[config.mk]
export PLATFORM = sky130hd
export DESIGN_NAME = cmcc_ctrl
export DESIGN_NICKNAME = d
export VERILOG_FILES = /design/src/cmcc_pkg.sv /design/src/cmcc_ctrl.sv /design/src/cmcc_pulse.sv
export VERILOG_INCLUDE_DIRS = /design/src /design/src/src
export SDC_FILE = /design/constraint.sdc
export NUM_CORES = 1
export LEC_CHECK = 0
export BUFFER_PORTS_ARGS = -buffer_cell sky130_fd_sc_hd__buf_4
export CAP_MARGIN = 5
export CORE_MARGIN = 2
export CORE_UTILIZATION = 58
export DETAILED_ROUTE_END_ITERATION = 16
export MAX_ROUTING_LAYER = met4
export PLACE_DENSITY = 0.85
export SLEW_MARGIN = 20
export SYNTH_ARGS = -nofsm -noshare
export SYNTH_HDL_FRONTEND = slang
export SYNTH_HIERARCHICAL = 1
export SYNTH_SLANG_ARGS = --single-unit
[constraint.sdc]
create_clock -name CORE_CLK -period 5.8 [get_ports CORE_CLK]
set_input_delay 0.29 -clock CORE_CLK [delete_from_list [all_inputs] [get_ports CORE_CLK]]
set_output_delay 0.29 -clock CORE_CLK [all_outputs]
set_load 0.1 [all_outputs]
[src/cmcc_map.svh]
`ifndef CMCC_MAP_SVH
`define CMCC_MAP_SVH
// capacity and addressing
`define CMCC_WORD_BITS 12
`define CMCC_FIELD_WORDS 4096
`define CMCC_FIELD_ADDR_BITS 12
`define CMCC_FIELD_SEL_BITS 2
`define CMCC_MAX_FIELDS 4
`define CMCC_XY_BITS 6
`define CMCC_XY_LINES 64
// timing in nanoseconds
`define CMCC_CLK_NS 25
`define CMCC_CYCLE_NS 2000
`define CMCC_STROBE_DLY_NS 300
`define CMCC_READ_PULSE_NS 600
`define CMCC_INHIBIT_LEAD_NS 100
`define CMCC_WRITE_PULSE_NS 600
`define CMCC_INHIBIT_TAIL_NS 50
// cycle counts: least times round up
`define CMCC_STROBE_DLY_CYC \
	((`CMCC_STROBE_DLY_NS + `CMCC_CLK_NS - 1) / `CMCC_CLK_NS)
`define CMCC_READ_PULSE_CYC \
	((`CMCC_READ_PULSE_NS + `CMCC_CLK_NS - 1) / `CMCC_CLK_NS)
`define CMCC_INHIBIT_LEAD_CYC \
	((`CMCC_INHIBIT_LEAD_NS + `CMCC_CLK_NS - 1) / `CMCC_CLK_NS)
`define CMCC_WRITE_PULSE_CYC \
	((`CMCC_WRITE_PULSE_NS + `CMCC_CLK_NS - 1) / `CMCC_CLK_NS)
`define CMCC_INHIBIT_TAIL_CYC \
	((`CMCC_INHIBIT_TAIL_NS + `CMCC_CLK_NS - 1) / `CMCC_CLK_NS)
// longest time rounds down
`define CMCC_CYCLE_CYC (`CMCC_CYCLE_NS / `CMCC_CLK_NS)
`endif

[src/cmcc_pkg.sv]
package cmcc_pkg;
	// phase sequencer states, gray from idle to write tail; tail back to idle flips all three bits
	typedef enum logic [2:0] {
		CMCC_IDLE = 3'h0,
		CMCC_RD_PULSE = 3'h1,
		CMCC_RD_WAIT = 3'h3,
		CMCC_WR_LEAD = 3'h2,
		CMCC_WR_PULSE = 3'h6,
		CMCC_WR_TAIL = 3'h7
	} cmcc_state_t;

	// drive lines toward the stack
	typedef struct packed {
		logic read_drive;
		logic write_drive;
		logic sense_strobe;
		logic [5:0] x_sel;
		logic [5:0] y_sel;
		logic [1:0] field_sel;
	} cmcc_drive_t;
endpackage

[src/cmcc_ctrl.sv]
`timescale 1ns/1ps
`include "cmcc_map.svh"
// Operation
// - capacity 4K to 16K words, set in 4K steps by a parameter.
// - each access drives one bit in all mats: whole words only.
// - one X and one Y select line chosen together per access.
// - read drives word to zero, strobes sense; pulse is one.
// - after read the stack word is zero until written.
// - write only sets bits, so each write follows a read.
// - inhibit on for bits staying zero, off for bits becoming one.
// - a fetched word is written back to the same location.
// - every cycle is a read phase then a write phase.
// - cycle time is read phase, wait for the write edge, then write phase.
// - a full cycle completes within 2 microseconds.
// - above 4K the field number picks the 4K block.
// - falling edges of the initiate lines launch each phase.
// - inhibit starts before write drive and ends after it.
module cmcc_ctrl
	import cmcc_pkg::*;
#(
	parameter int FIELDS = 2,
	parameter int WB = `CMCC_WORD_BITS
) (
	input wire logic CORE_CLK,
	input wire logic RST_N,
	input wire logic READ_CYCLE_INITIATE_N,
	input wire logic WRITE_CYCLE_INITIATE_N,
	input wire logic WRITE_REQUEST,
	input wire logic [`CMCC_FIELD_ADDR_BITS-1:0] WORD_ADDR,
	input wire logic [`CMCC_FIELD_SEL_BITS-1:0] FIELD_ADDR,
	input wire logic [WB-1:0] WRITE_DATA,
	input wire logic [WB-1:0] SENSE_IN,
	output logic [WB-1:0] READ_DATA,
	output logic READ_DATA_VALID,
	output logic [WB-1:0] BIT_HOLD_DRIVE_ENABLE,
	output logic READ_DRIVE,
	output logic WRITE_DRIVE,
	output logic SENSE_STROBE,
	output logic [`CMCC_XY_LINES-1:0] X_SELECT,
	output logic [`CMCC_XY_LINES-1:0] Y_SELECT,
	output logic [`CMCC_MAX_FIELDS-1:0] FIELD_SELECT,
	output logic FIELD_ERROR,
	output logic CYCLE_BUSY
);
	// pulse lengths in clocks; the cycle counter saturates at the budget
	localparam int RD_LEN = `CMCC_READ_PULSE_CYC;
	localparam int ST_DLY = `CMCC_STROBE_DLY_CYC;
	localparam int LEAD = `CMCC_INHIBIT_LEAD_CYC;
	localparam int WR_LEN = `CMCC_WRITE_PULSE_CYC;
	localparam int TAIL = `CMCC_INHIBIT_TAIL_CYC;
	localparam int CYC_MAX = `CMCC_CYCLE_CYC;
	localparam int CW = $clog2(CYC_MAX + 1);

	// sequencer, captured request and sensed word
	cmcc_state_t state_r, state_nxt;
	// previous levels of the initiate lines, for edge detection
	logic rd_n_d_r, wr_n_d_r;
	logic [WB-1:0] word_r, word_nxt;
	logic is_write_r;
	// cycle position, counted from the read edge
	logic [CW-1:0] cyc_cnt_r;
	// end-of-pulse strobes of the four one-shots
	logic rd_done, lead_done, wr_done, tail_done;
	// processor-facing results
	logic [WB-1:0] read_data_r;
	logic read_valid_r;
	logic field_err_r;
	logic field_ok_r;
	logic busy_r;
	// drive lines toward the stack, registered
	cmcc_drive_t drv_r, drv_nxt;

	// falling edges of the phase initiate lines
	wire rd_fall = rd_n_d_r & ~READ_CYCLE_INITIATE_N;
	wire wr_fall = wr_n_d_r & ~WRITE_CYCLE_INITIATE_N;
	wire start_rd = rd_fall && (state_r == CMCC_IDLE);
	// write edge honoured only once the read current has ended
	wire start_wr = wr_fall && (state_r == CMCC_RD_WAIT);
	// a field beyond the installed count is refused and flagged
	wire field_ok = (32'(FIELD_ADDR) < 32'(FIELDS));
	// the check result must be live on the launch edge itself
	wire field_ok_now = start_rd ? field_ok : field_ok_r;
	// sense strobe a fixed delay into the read current
	wire strobe_now = (state_r == CMCC_RD_PULSE) &&
		(cyc_cnt_r == CW'(ST_DLY));
	// write-back word: new data for writes, sensed word otherwise
	// WRITE_DATA is used live, so it must stand until the cycle ends
	wire [WB-1:0] wb_word = is_write_r ? WRITE_DATA : word_r;

	// read drive pulse, launched by the read edge
	cmcc_pulse #(.LEN(RD_LEN)) u_rd (
		.clk(CORE_CLK), .rst_n(RST_N), .trig(start_rd),
		.busy(), .done(rd_done)
	);
	// lead, write and tail one-shots chain end to end, so the
	// hold drive brackets the write current on both sides
	// inhibit lead before write current
	cmcc_pulse #(.LEN(LEAD)) u_lead (
		.clk(CORE_CLK), .rst_n(RST_N), .trig(start_wr),
		.busy(), .done(lead_done)
	);
	// write drive pulse follows lead
	cmcc_pulse #(.LEN(WR_LEN)) u_wr (
		.clk(CORE_CLK), .rst_n(RST_N), .trig(lead_done),
		.busy(), .done(wr_done)
	);
	// inhibit tail after write current ends
	cmcc_pulse #(.LEN(TAIL)) u_tail (
		.clk(CORE_CLK), .rst_n(RST_N), .trig(wr_done),
		.busy(), .done(tail_done)
	);

	// phase sequencer
	always_comb begin
		state_nxt = state_r;
		case (state_r)
			// wait for a read edge
			CMCC_IDLE: begin
				if (start_rd) begin
					state_nxt = CMCC_RD_PULSE;
				end
			end
			// read current on until its one-shot ends
			CMCC_RD_PULSE: begin
				if (rd_done) begin
					state_nxt = CMCC_RD_WAIT;
				end
			end
			// word is zero in the stack; wait for the write edge
			CMCC_RD_WAIT: begin
				if (start_wr) begin
					state_nxt = CMCC_WR_LEAD;
				end
			end
			// hold drive up ahead of the write current
			CMCC_WR_LEAD: begin
				if (lead_done) begin
					state_nxt = CMCC_WR_PULSE;
				end
			end
			// write current on
			CMCC_WR_PULSE: begin
				if (wr_done) begin
					state_nxt = CMCC_WR_TAIL;
				end
			end
			// hold drive kept past the write current
			CMCC_WR_TAIL: begin
				if (tail_done) begin
					state_nxt = CMCC_IDLE;
				end
			end
			default: state_nxt = CMCC_IDLE;
		endcase
	end

	// cleared on the read edge so a missed strobe reads as zero
	// sensed word: a pulse on a sense line means one
	always_comb begin
		word_nxt = word_r;
		if (start_rd) begin
			word_nxt = '0;
		end else if (strobe_now) begin
			word_nxt = SENSE_IN;
		end
	end

	// select numbers are captured once, on the read edge
	// drive lines toward the stack
	always_comb begin
		drv_nxt = drv_r;
		drv_nxt.read_drive = (state_nxt == CMCC_RD_PULSE);
		drv_nxt.write_drive = (state_nxt == CMCC_WR_PULSE);
		drv_nxt.sense_strobe = strobe_now;
		if (start_rd) begin
			// one x line, one y line from the word address
			drv_nxt.x_sel = WORD_ADDR[5:0];
			drv_nxt.y_sel = WORD_ADDR[11:6];
			drv_nxt.field_sel = FIELD_ADDR;
		end
	end

	// initiate lines are synchronous inputs, no extra stage
	// edge detect registers and sequencer state
	always_ff @(posedge CORE_CLK or negedge RST_N) begin
		if (!RST_N) begin
			rd_n_d_r <= 1'b1;
			wr_n_d_r <= 1'b1;
			state_r <= CMCC_IDLE;
			word_r <= '0;
			drv_r <= '0;
		end else begin
			rd_n_d_r <= READ_CYCLE_INITIATE_N;
			wr_n_d_r <= WRITE_CYCLE_INITIATE_N;
			state_r <= state_nxt;
			word_r <= word_nxt;
			drv_r <= drv_nxt;
		end
	end

	// latch request function and field check on the read edge
	always_ff @(posedge CORE_CLK or negedge RST_N) begin
		if (!RST_N) begin
			is_write_r <= 1'b0;
			field_err_r <= 1'b0;
			field_ok_r <= 1'b0;
		end else if (start_rd) begin
			is_write_r <= WRITE_REQUEST;
			field_err_r <= ~field_ok;
			field_ok_r <= field_ok;
		end
	end

	// cycle counter: strobe timing, saturates at the cycle budget
	always_ff @(posedge CORE_CLK or negedge RST_N) begin
		if (!RST_N) begin
			cyc_cnt_r <= '0;
		end else begin
			if (start_rd) begin
				cyc_cnt_r <= CW'(1);
			end else if (state_r != CMCC_IDLE &&
				cyc_cnt_r != CW'(CYC_MAX)) begin
				cyc_cnt_r <= cyc_cnt_r + CW'(1);
			end
		end
	end

	// writes leave the last read word in place
	// deliver sensed word to processor buffer on read requests
	always_ff @(posedge CORE_CLK or negedge RST_N) begin
		if (!RST_N) begin
			read_data_r <= '0;
			read_valid_r <= 1'b0;
		end else begin
			read_valid_r <= rd_done & ~is_write_r;
			if (rd_done && !is_write_r) begin
				read_data_r <= word_r;
			end
		end
	end

	// inhibit on for zero bits through lead, pulse and tail
	logic [WB-1:0] hold_r;
	wire inhibit_win = (state_nxt == CMCC_WR_LEAD) ||
		(state_nxt == CMCC_WR_PULSE) ||
		(state_nxt == CMCC_WR_TAIL);
	// one hold driver per bit, each mat has its own inhibit wire
	for (genvar b = 0; b < WB; b++) begin : g_hold
		always_ff @(posedge CORE_CLK or negedge RST_N) begin
			if (!RST_N) begin
				hold_r[b] <= 1'b0;
			end else begin
				hold_r[b] <= inhibit_win & ~wb_word[b];
			end
		end
	end

	// one-hot select decode, same lines in every mat
	logic [`CMCC_XY_LINES-1:0] xsel_r, ysel_r;
	logic [`CMCC_MAX_FIELDS-1:0] fsel_r;
	// selects stay up through lead and tail with the hold drive
	wire drv_any = drv_nxt.read_drive | drv_nxt.write_drive |
		inhibit_win;
	// one-hot decode of the captured line and field numbers
	wire [`CMCC_XY_LINES-1:0] x_onehot = 64'h1 << drv_nxt.x_sel;
	wire [`CMCC_XY_LINES-1:0] y_onehot = 64'h1 << drv_nxt.y_sel;
	wire [`CMCC_MAX_FIELDS-1:0] f_onehot = 4'h1 << drv_nxt.field_sel;
	// an unused field keeps the field select off
	wire f_en = drv_any & field_ok_now;
	always_ff @(posedge CORE_CLK or negedge RST_N) begin
		if (!RST_N) begin
			xsel_r <= '0;
			ysel_r <= '0;
			fsel_r <= '0;
		end else begin
			xsel_r <= drv_any ? x_onehot : '0;
			ysel_r <= drv_any ? y_onehot : '0;
			fsel_r <= f_en ? f_onehot : '0;
		end
	end
	// busy from a flop, same timing as the state register
	always_ff @(posedge CORE_CLK or negedge RST_N) begin
		if (!RST_N) begin
			busy_r <= 1'b0;
		end else begin
			busy_r <= (state_nxt != CMCC_IDLE);
		end
	end

	// busy clears with the last hold drive edge
	// outputs straight from flip-flops
	assign READ_DATA = read_data_r;
	assign READ_DATA_VALID = read_valid_r;
	assign BIT_HOLD_DRIVE_ENABLE = hold_r;
	assign READ_DRIVE = drv_r.read_drive;
	assign WRITE_DRIVE = drv_r.write_drive;
	assign SENSE_STROBE = drv_r.sense_strobe;
	assign X_SELECT = xsel_r;
	assign Y_SELECT = ysel_r;
	assign FIELD_SELECT = fsel_r;
	assign FIELD_ERROR = field_err_r;
	assign CYCLE_BUSY = busy_r;
endmodule

[src/cmcc_pulse.sv]
`timescale 1ns/1ps
`include "cmcc_map.svh"
// one-shot: starts on a trigger, holds busy for LEN cycles
module cmcc_pulse #(
	parameter int LEN = 1
) (
	input wire logic clk,
	input wire logic rst_n,
	input wire logic trig,
	output logic busy,
	output logic done
);
	localparam int CW = $clog2(LEN + 1);
	logic [CW-1:0] cnt_r;
	wire last = (cnt_r == CW'(1));

	// count down while running
	always_ff @(posedge clk or negedge rst_n) begin
		if (!rst_n) begin
			cnt_r <= '0;
		end else if (trig) begin
			cnt_r <= CW'(LEN);
		end else if (cnt_r != '0) begin
			cnt_r <= cnt_r - CW'(1);
		end
	end
	assign busy = (cnt_r != '0);
	assign done = last;
endmodule

# Word level (Yosys, flattened, before mapping)
# Index checks and enable logic that the tools add are counted.
# op_classes
add_sub_neg	5
n_lt_le_gt_ge	1
eq_ne	15
shifts	3
n_mux	25
n_bitwise	34
reduce_logical	21
# ops
cell	n
64-bit two-way mux	2
1-bit by 6-bit << shifter with 64-bit output, first input constant	2
12-bit two-way mux	3
3-bit two-way mux	8
5-bit two-way mux	4
3-bit case mux with 6 select lines	1
1-bit AND	16
1-bit NOT	16
14-bit two-way mux	1
7-bit two-way mux	2
2-bit nonzero test	7
3-bit == test, second input constant	4
5-bit by 1-bit == test with 1-bit output, second input constant	2
5-bit nonzero test	2
5-bit by 1-bit subtractor with 5-bit output, second input constant	2
3-bit by 1-bit == test with 1-bit output, second input constant	3
3-bit by 2-bit == test with 1-bit output, second input constant	3
3-bit nonzero test	3
7-bit by 1-bit adder with 7-bit output, second input constant	1
7-bit by 4-bit == test with 1-bit output, second input constant	1
7-bit != test, second input constant	1
1-bit logical AND	5
2-bit two-way mux	2
4-bit two-way mux	1
10 further kinds	12
# totals
reg_bits	217
input_bits	43
output_inout_bits	162
word_cells	140

# Logic depth before layout (Yosys ltp)
# logic_depth
ltp_word	11
ltp_mapped	10

# Cells and area by module
# The synthesis kept the hierarchy.
# by_module_without_submodules
mod	instances	cells_per_inst	area_each_um2	seq_area_each_um2
cmcc_ctrl	1	736	7917.6	5057.4
cmcc_pulse (u_rd ...)	2	26	281.5	125.1
cmcc_pulse (u_lead)	1	18	198.9	75.1
cmcc_pulse (u_tail)	1	12	120.1	50.0

# Worst setup path before layout
# OpenSTA, ideal clock, no wires.
# synth_timing
kind	reg2reg
startpoint	reg u_wr.cnt_r[0]
endpoint	reg ysel_r[52] (netlist: Y_SELECT[52])
arrival_time_ps	2074
required_time_ps	5655
path_slack_ps	3582
stages_incl_launch_ff	10
path_cell_list	dfrtp_1 > ha_1 > nor4b_1 > inv_1 > mux2i_1 > a311oi_2 > mux2i_1 > buf_6 > buf_2 > nor3_1
# synth_via
elab_chain_len	8
# synth_lines
item	line_no	source
from (decl)	cmcc_pulse.sv:14	logic [CW-1:0] cnt_r;
from (signal assigned)	cmcc_pulse.sv:22	cnt_r <= CW'(LEN);
from (signal assigned)	cmcc_pulse.sv:24	cnt_r <= cnt_r - CW'(1);
5-bit by 1-bit == test with 1-bit output *	cmcc_pulse.sv:15	wire last = (cnt_r == CW'(1));
via wr_done	cmcc_ctrl.sv:63	logic rd_done, lead_done, wr_done, tail_done;
3-bit two-way mux *	cmcc_ctrl.sv:143	if (wr_done) begin
3-bit case mux with 6 select lines *	cmcc_ctrl.sv:116	case (state_r)
3-bit by 2-bit == test with 1-bit output / 3-bit == test (equally long branches)	cmcc_ctrl.sv:244, cmcc_ctrl.sv:173, cmcc_ctrl.sv:245	
1-bit logical OR	cmcc_ctrl.sv:244	wire inhibit_win = (state_nxt == CMCC_WR_LEAD) ||
1-bit logical OR	cmcc_ctrl.sv:245	(state_nxt == CMCC_WR_PULSE) ||
1-bit bitwise OR *	cmcc_ctrl.sv:262	wire drv_any = drv_nxt.read_drive | drv_nxt.write_drive |
64-bit two-way mux *	cmcc_ctrl.sv:277	ysel_r <= drv_any ? y_onehot : '0;
to (signal assigned)	cmcc_ctrl.sv:277	
to (decl)	cmcc_ctrl.sv:259	logic [`CMCC_XY_LINES-1:0] xsel_r, ysel_r;
# The timed path passes the listed nets; every way through them passes the cells marked *.
# A chain may end at the register's enable or synchronous reset.

# Worst setup path after layout
# layout_timing
startpoint	reg state_r[1]
endpoint	reg ysel_r[59] (netlist: Y_SELECT[59])
# layout_via
elab_chain_len	9
# layout_lines
item	line_no	source
from (decl)	cmcc_ctrl.sv:55	cmcc_state_t state_r, state_nxt;
from (signal assigned)	cmcc_ctrl.sv:195	state_r <= state_nxt;
3-bit by 2-bit == test with 1-bit output / 3-bit zero test (equally long branches)	cmcc_ctrl.sv:78, cmcc_ctrl.sv:116, cmcc_ctrl.sv:76	
1-bit logical AND (on tied branches)	cmcc_ctrl.sv:78, cmcc_ctrl.sv:76	
3-bit two-way mux (on tied branches)	cmcc_ctrl.sv:131, cmcc_ctrl.sv:119	
3-bit case mux with 6 select lines	cmcc_ctrl.sv:116	
3-bit by 2-bit == test with 1-bit output / 3-bit == test (equally long branches)	cmcc_ctrl.sv:244, cmcc_ctrl.sv:173, cmcc_ctrl.sv:245	
1-bit logical OR	cmcc_ctrl.sv:244	
1-bit logical OR	cmcc_ctrl.sv:245	
1-bit bitwise OR	cmcc_ctrl.sv:262	
64-bit two-way mux *	cmcc_ctrl.sv:277	
# Mark *: on every way between the ends. The rest lies on a longest branch, timed or not.

==> impl_summary.md <==
Route
For this block, the routed nets add up to 21,900 um of wire. The average wire per cell in the routed design is approximately 18 um. Across all layers, the routed design uses 7,059 vias. For this run, design rule violations remaining after detail routing come to 0. The first-pass detailed-route iteration total is 5. The detailed-route vias per instance is 5.77. The detail route stage leaves a number of antenna-violating nets equal to 0. After the first detailed-routing iteration, the DRC count stood at 777.

Final layout
In the layout the commonest cells are 215 x sky130_fd_sc_hd__dfrtp_1, 213 x sky130_fd_sc_hd__buf_4, 159 x sky130_fd_sc_hd__nor3_1. For this run, the share of the core covered by cells in the final layout is roughly three quarters. The share of cells above drive strength 1 is 27.0%. The commonest non-fill, non-tap cell in the layout is sky130_fd_sc_hd__dfrtp_1.

The diode insertion count for antenna repair is 0. Relative to the synthesized area, the layout overhead comes to 29.6%. The number of nets in the finished design is around 1,100.

Fill cells in the final layout number 973.

Placed design
The placer congestion estimate is around 0.96. The HPWL after detailed placement is 14,000 um. Port buffering added 204 buffers.

Die
The initial core utilization is 58.5%. The die area is between 15,000 and 20,000 um2. In this run the core area contains 45 standard-cell rows. The vertical die dimension is about 130 um. The top-level port count is 205. The width of the chip is 127 um. The area of the placeable core is ~15,000 um2.

Timing
The final critical path time including I/O delays and setup is between 2 and 3 ns. Based on the critical path, the design can be clocked at up to approximately 0.34 GHz. The number of max-slew violations in the final report was 0.

In this run the tightest slew margin relative to its limit is around 36%. The number of hold violations in the final report was 0. The final clock skew is 0.0142 ns. The sum of negative setup slack is 0 ns.

The final critical path takes up 50.9% of the cycle. For the pin with the worst max-slew slack, the measured transition is 0.954 ns. On the final layout, the worst hold slack is 0.0156 ns.

The count of endpoints failing setup in the final report is 0. Setup repair after global routing left no endpoint under its margin.

CTS
The clock transition at the registers of the reported paths is 0.06 ns. Post-CTS repair changed the size of 0 cells. The clock reaches the later pin of the worst-skew pair after around 0.50 ns. For this design, the CTS-stage hold fixing added 16 buffers. The number of H-tree levels is 1. The CTS tree is done.

The post-CTS setup repair buffer count is 0. The number of clock buffers added by TritonCTS is 22. Counting along the longest clock path gives a buffer depth of 3.

The clock net in this run drives a total of 217 sinks. The clock tree root buffer cell is sky130_fd_sc_hd__clkbuf_16.

Yosys
The mean area per synthesized cell is 10.8 um2. Counting every instance in the synthesized netlist gives 817. The synthesized netlist net count is 871. The Yosys step of the flow raised 6 warnings. The synthesized cell area is 8800 um2.

Flow run
The tool flagged a number of max-cap violations equal to 0.

Critical path
The capturing element type of the critical path is a flop. The peak per-stage delay on the critical path is 0.62 ns. Data on the critical path is required at its endpoint by 6.14 ns. Grouping stages by cell kind, the critical path spends the most delay in buffers and inverters. The critical path in this run is classified as reg2reg. The largest individual stage delay along the critical path comes from the cell sky130_fd_sc_hd__a311oi_2.

The minimum setup slack among reg-to-reg paths is 2.85 ns. The worst path arrival time is 3.30 ns. The startpoint kind of the worst setup timing path is a flop. The buffer and inverter count on the worst path is 2.

Along the worst path, the maximum fanout reaches 68. Traced cell by cell, the critical path runs through nor3_1 > nand3b_1 > inv_2 > a311oi_2 > mux2i_4 > buf_4 > nor4_1.

Power and ir drop
The switching power as a share of total power is 39.5%. The total power consumption of the routed design is 0.00523 W. The portion of total power attributed to sequential cells is a little under two fifths.

The static power due to leakage is about 5.5 nW. IR analysis of the VDD net gives a maximum drop of 0.000344 V. The power density normalized to cell area is 459 nW/um2. The proportion of power drawn by combinational gates is 34.2%.

The design internal power is 0.00316 W. The clock share of power is 28.5%. Summed over all nets, the switching power comes to 0.00207 W.

Hold path
The class of the tightest hold or removal check is in2reg.

GRT
The first-pass GRT wire length is 35,400 um. The overall routing resource usage is 28.0%. The via count of the first global-routing pass is between 6,000 and 7,000. The number of antenna violations at the first check in global routing is 0.

The total congestion overflow after global routing is 0. The largest net degree at the start of global routing is 94.

Status
The flow ran to the end, and the final reports show no timing, DRC or antenna violations.
layout make-up:
cell class,instances,area [um2],area share [%]
sequential,217,5430,47.7
multi-input combinational,523,3060,26.9
timing repair buffer,232,1800,15.8
clock buffer,34,677,5.94
tap,188,235,2.06
clock inverter,6,108,0.944
inverter,23,86.3,0.757
worst min-delay path, cell delays in order:
cell and delay, ns:
sky130_fd_sc_hd__buf_4 0.08, sky130_fd_sc_hd__nand2_1 0.04, sky130_fd_sc_hd__o21ai_0 0.05
state kept, by name, summed over array words and instances (netlist names), 2 cells and up:
register               cells
u_tail/cnt_r               2
READ_DATA                 12
drv_r                     14
FIELD_SELECT               4
u_rd/cnt_r                 5
Y_SELECT                  64
BIT_HOLD_DRIVE_ENABLE     12
cyc_cnt_r                  7
state_r                    3
u_lead/cnt_r               3
word_r                    12
X_SELECT                  64
u_wr/cnt_r                 5
layer usage:
layer  routed length, um  part of all wire [%]  vias up  track usage (%)
li1                    -                     -     3260                -
met1                8930                    41     3414             37.2
met2               10800                    49      330             44.7
met3                1450                   6.6       55             4.15
met4                 731                   3.3        0             10.1
met5                   0                     0        -                -
path summary, 6_finish.rpt:
kind | from | to | cells after the start
setup / recovery | state_r[1]$_DFF_PN0_ | Y_SELECT[59]$_DFF_PN0_ | 7
hold / removal | SENSE_IN[11] | word_r[11]$_DFFE_PN0P_ | 3
setup reg to reg | state_r[1]$_DFF_PN0_ | Y_SELECT[59]$_DFF_PN0_ | 7
hold reg to reg | READ_DATA[7]$_DFFE_PN0P_ | READ_DATA[7]$_DFFE_PN0P_ | 1
max in group asynchronous | RST_N | u_rd/cnt_r[4]$_DFFE_PN0P_ | 3
min in group asynchronous | RST_N | X_SELECT[20]$_DFF_PN0_ | 2
power groups by stage:
stage | Sequential, W | Combinational (W) | Clock, W
after global routing | 0.00198 | 0.00193 | 0.00157
after CTS | 0.00194 | 0.00178 | 0.00151
final | 0.00195 | 0.00179 | 0.00149
after detailed placement | 0.00196 | 0.00176 | 0
after global placement | 0.00196 | 0.00172 | 0
after floorplan | 0.00239 | 0.000917 | 0
stage by stage:
stage	instance area, um2	std cells	setup slack (ns)
finish	11400	1223	2.85
global route	11400	1223	2.39
CTS	11400	1222	2.86
detailed placement	10400	1166	2.87
global placement	10400	1166	2.96
floorplan	8800	817	3.58
Power figures use the tool's default switching activity.
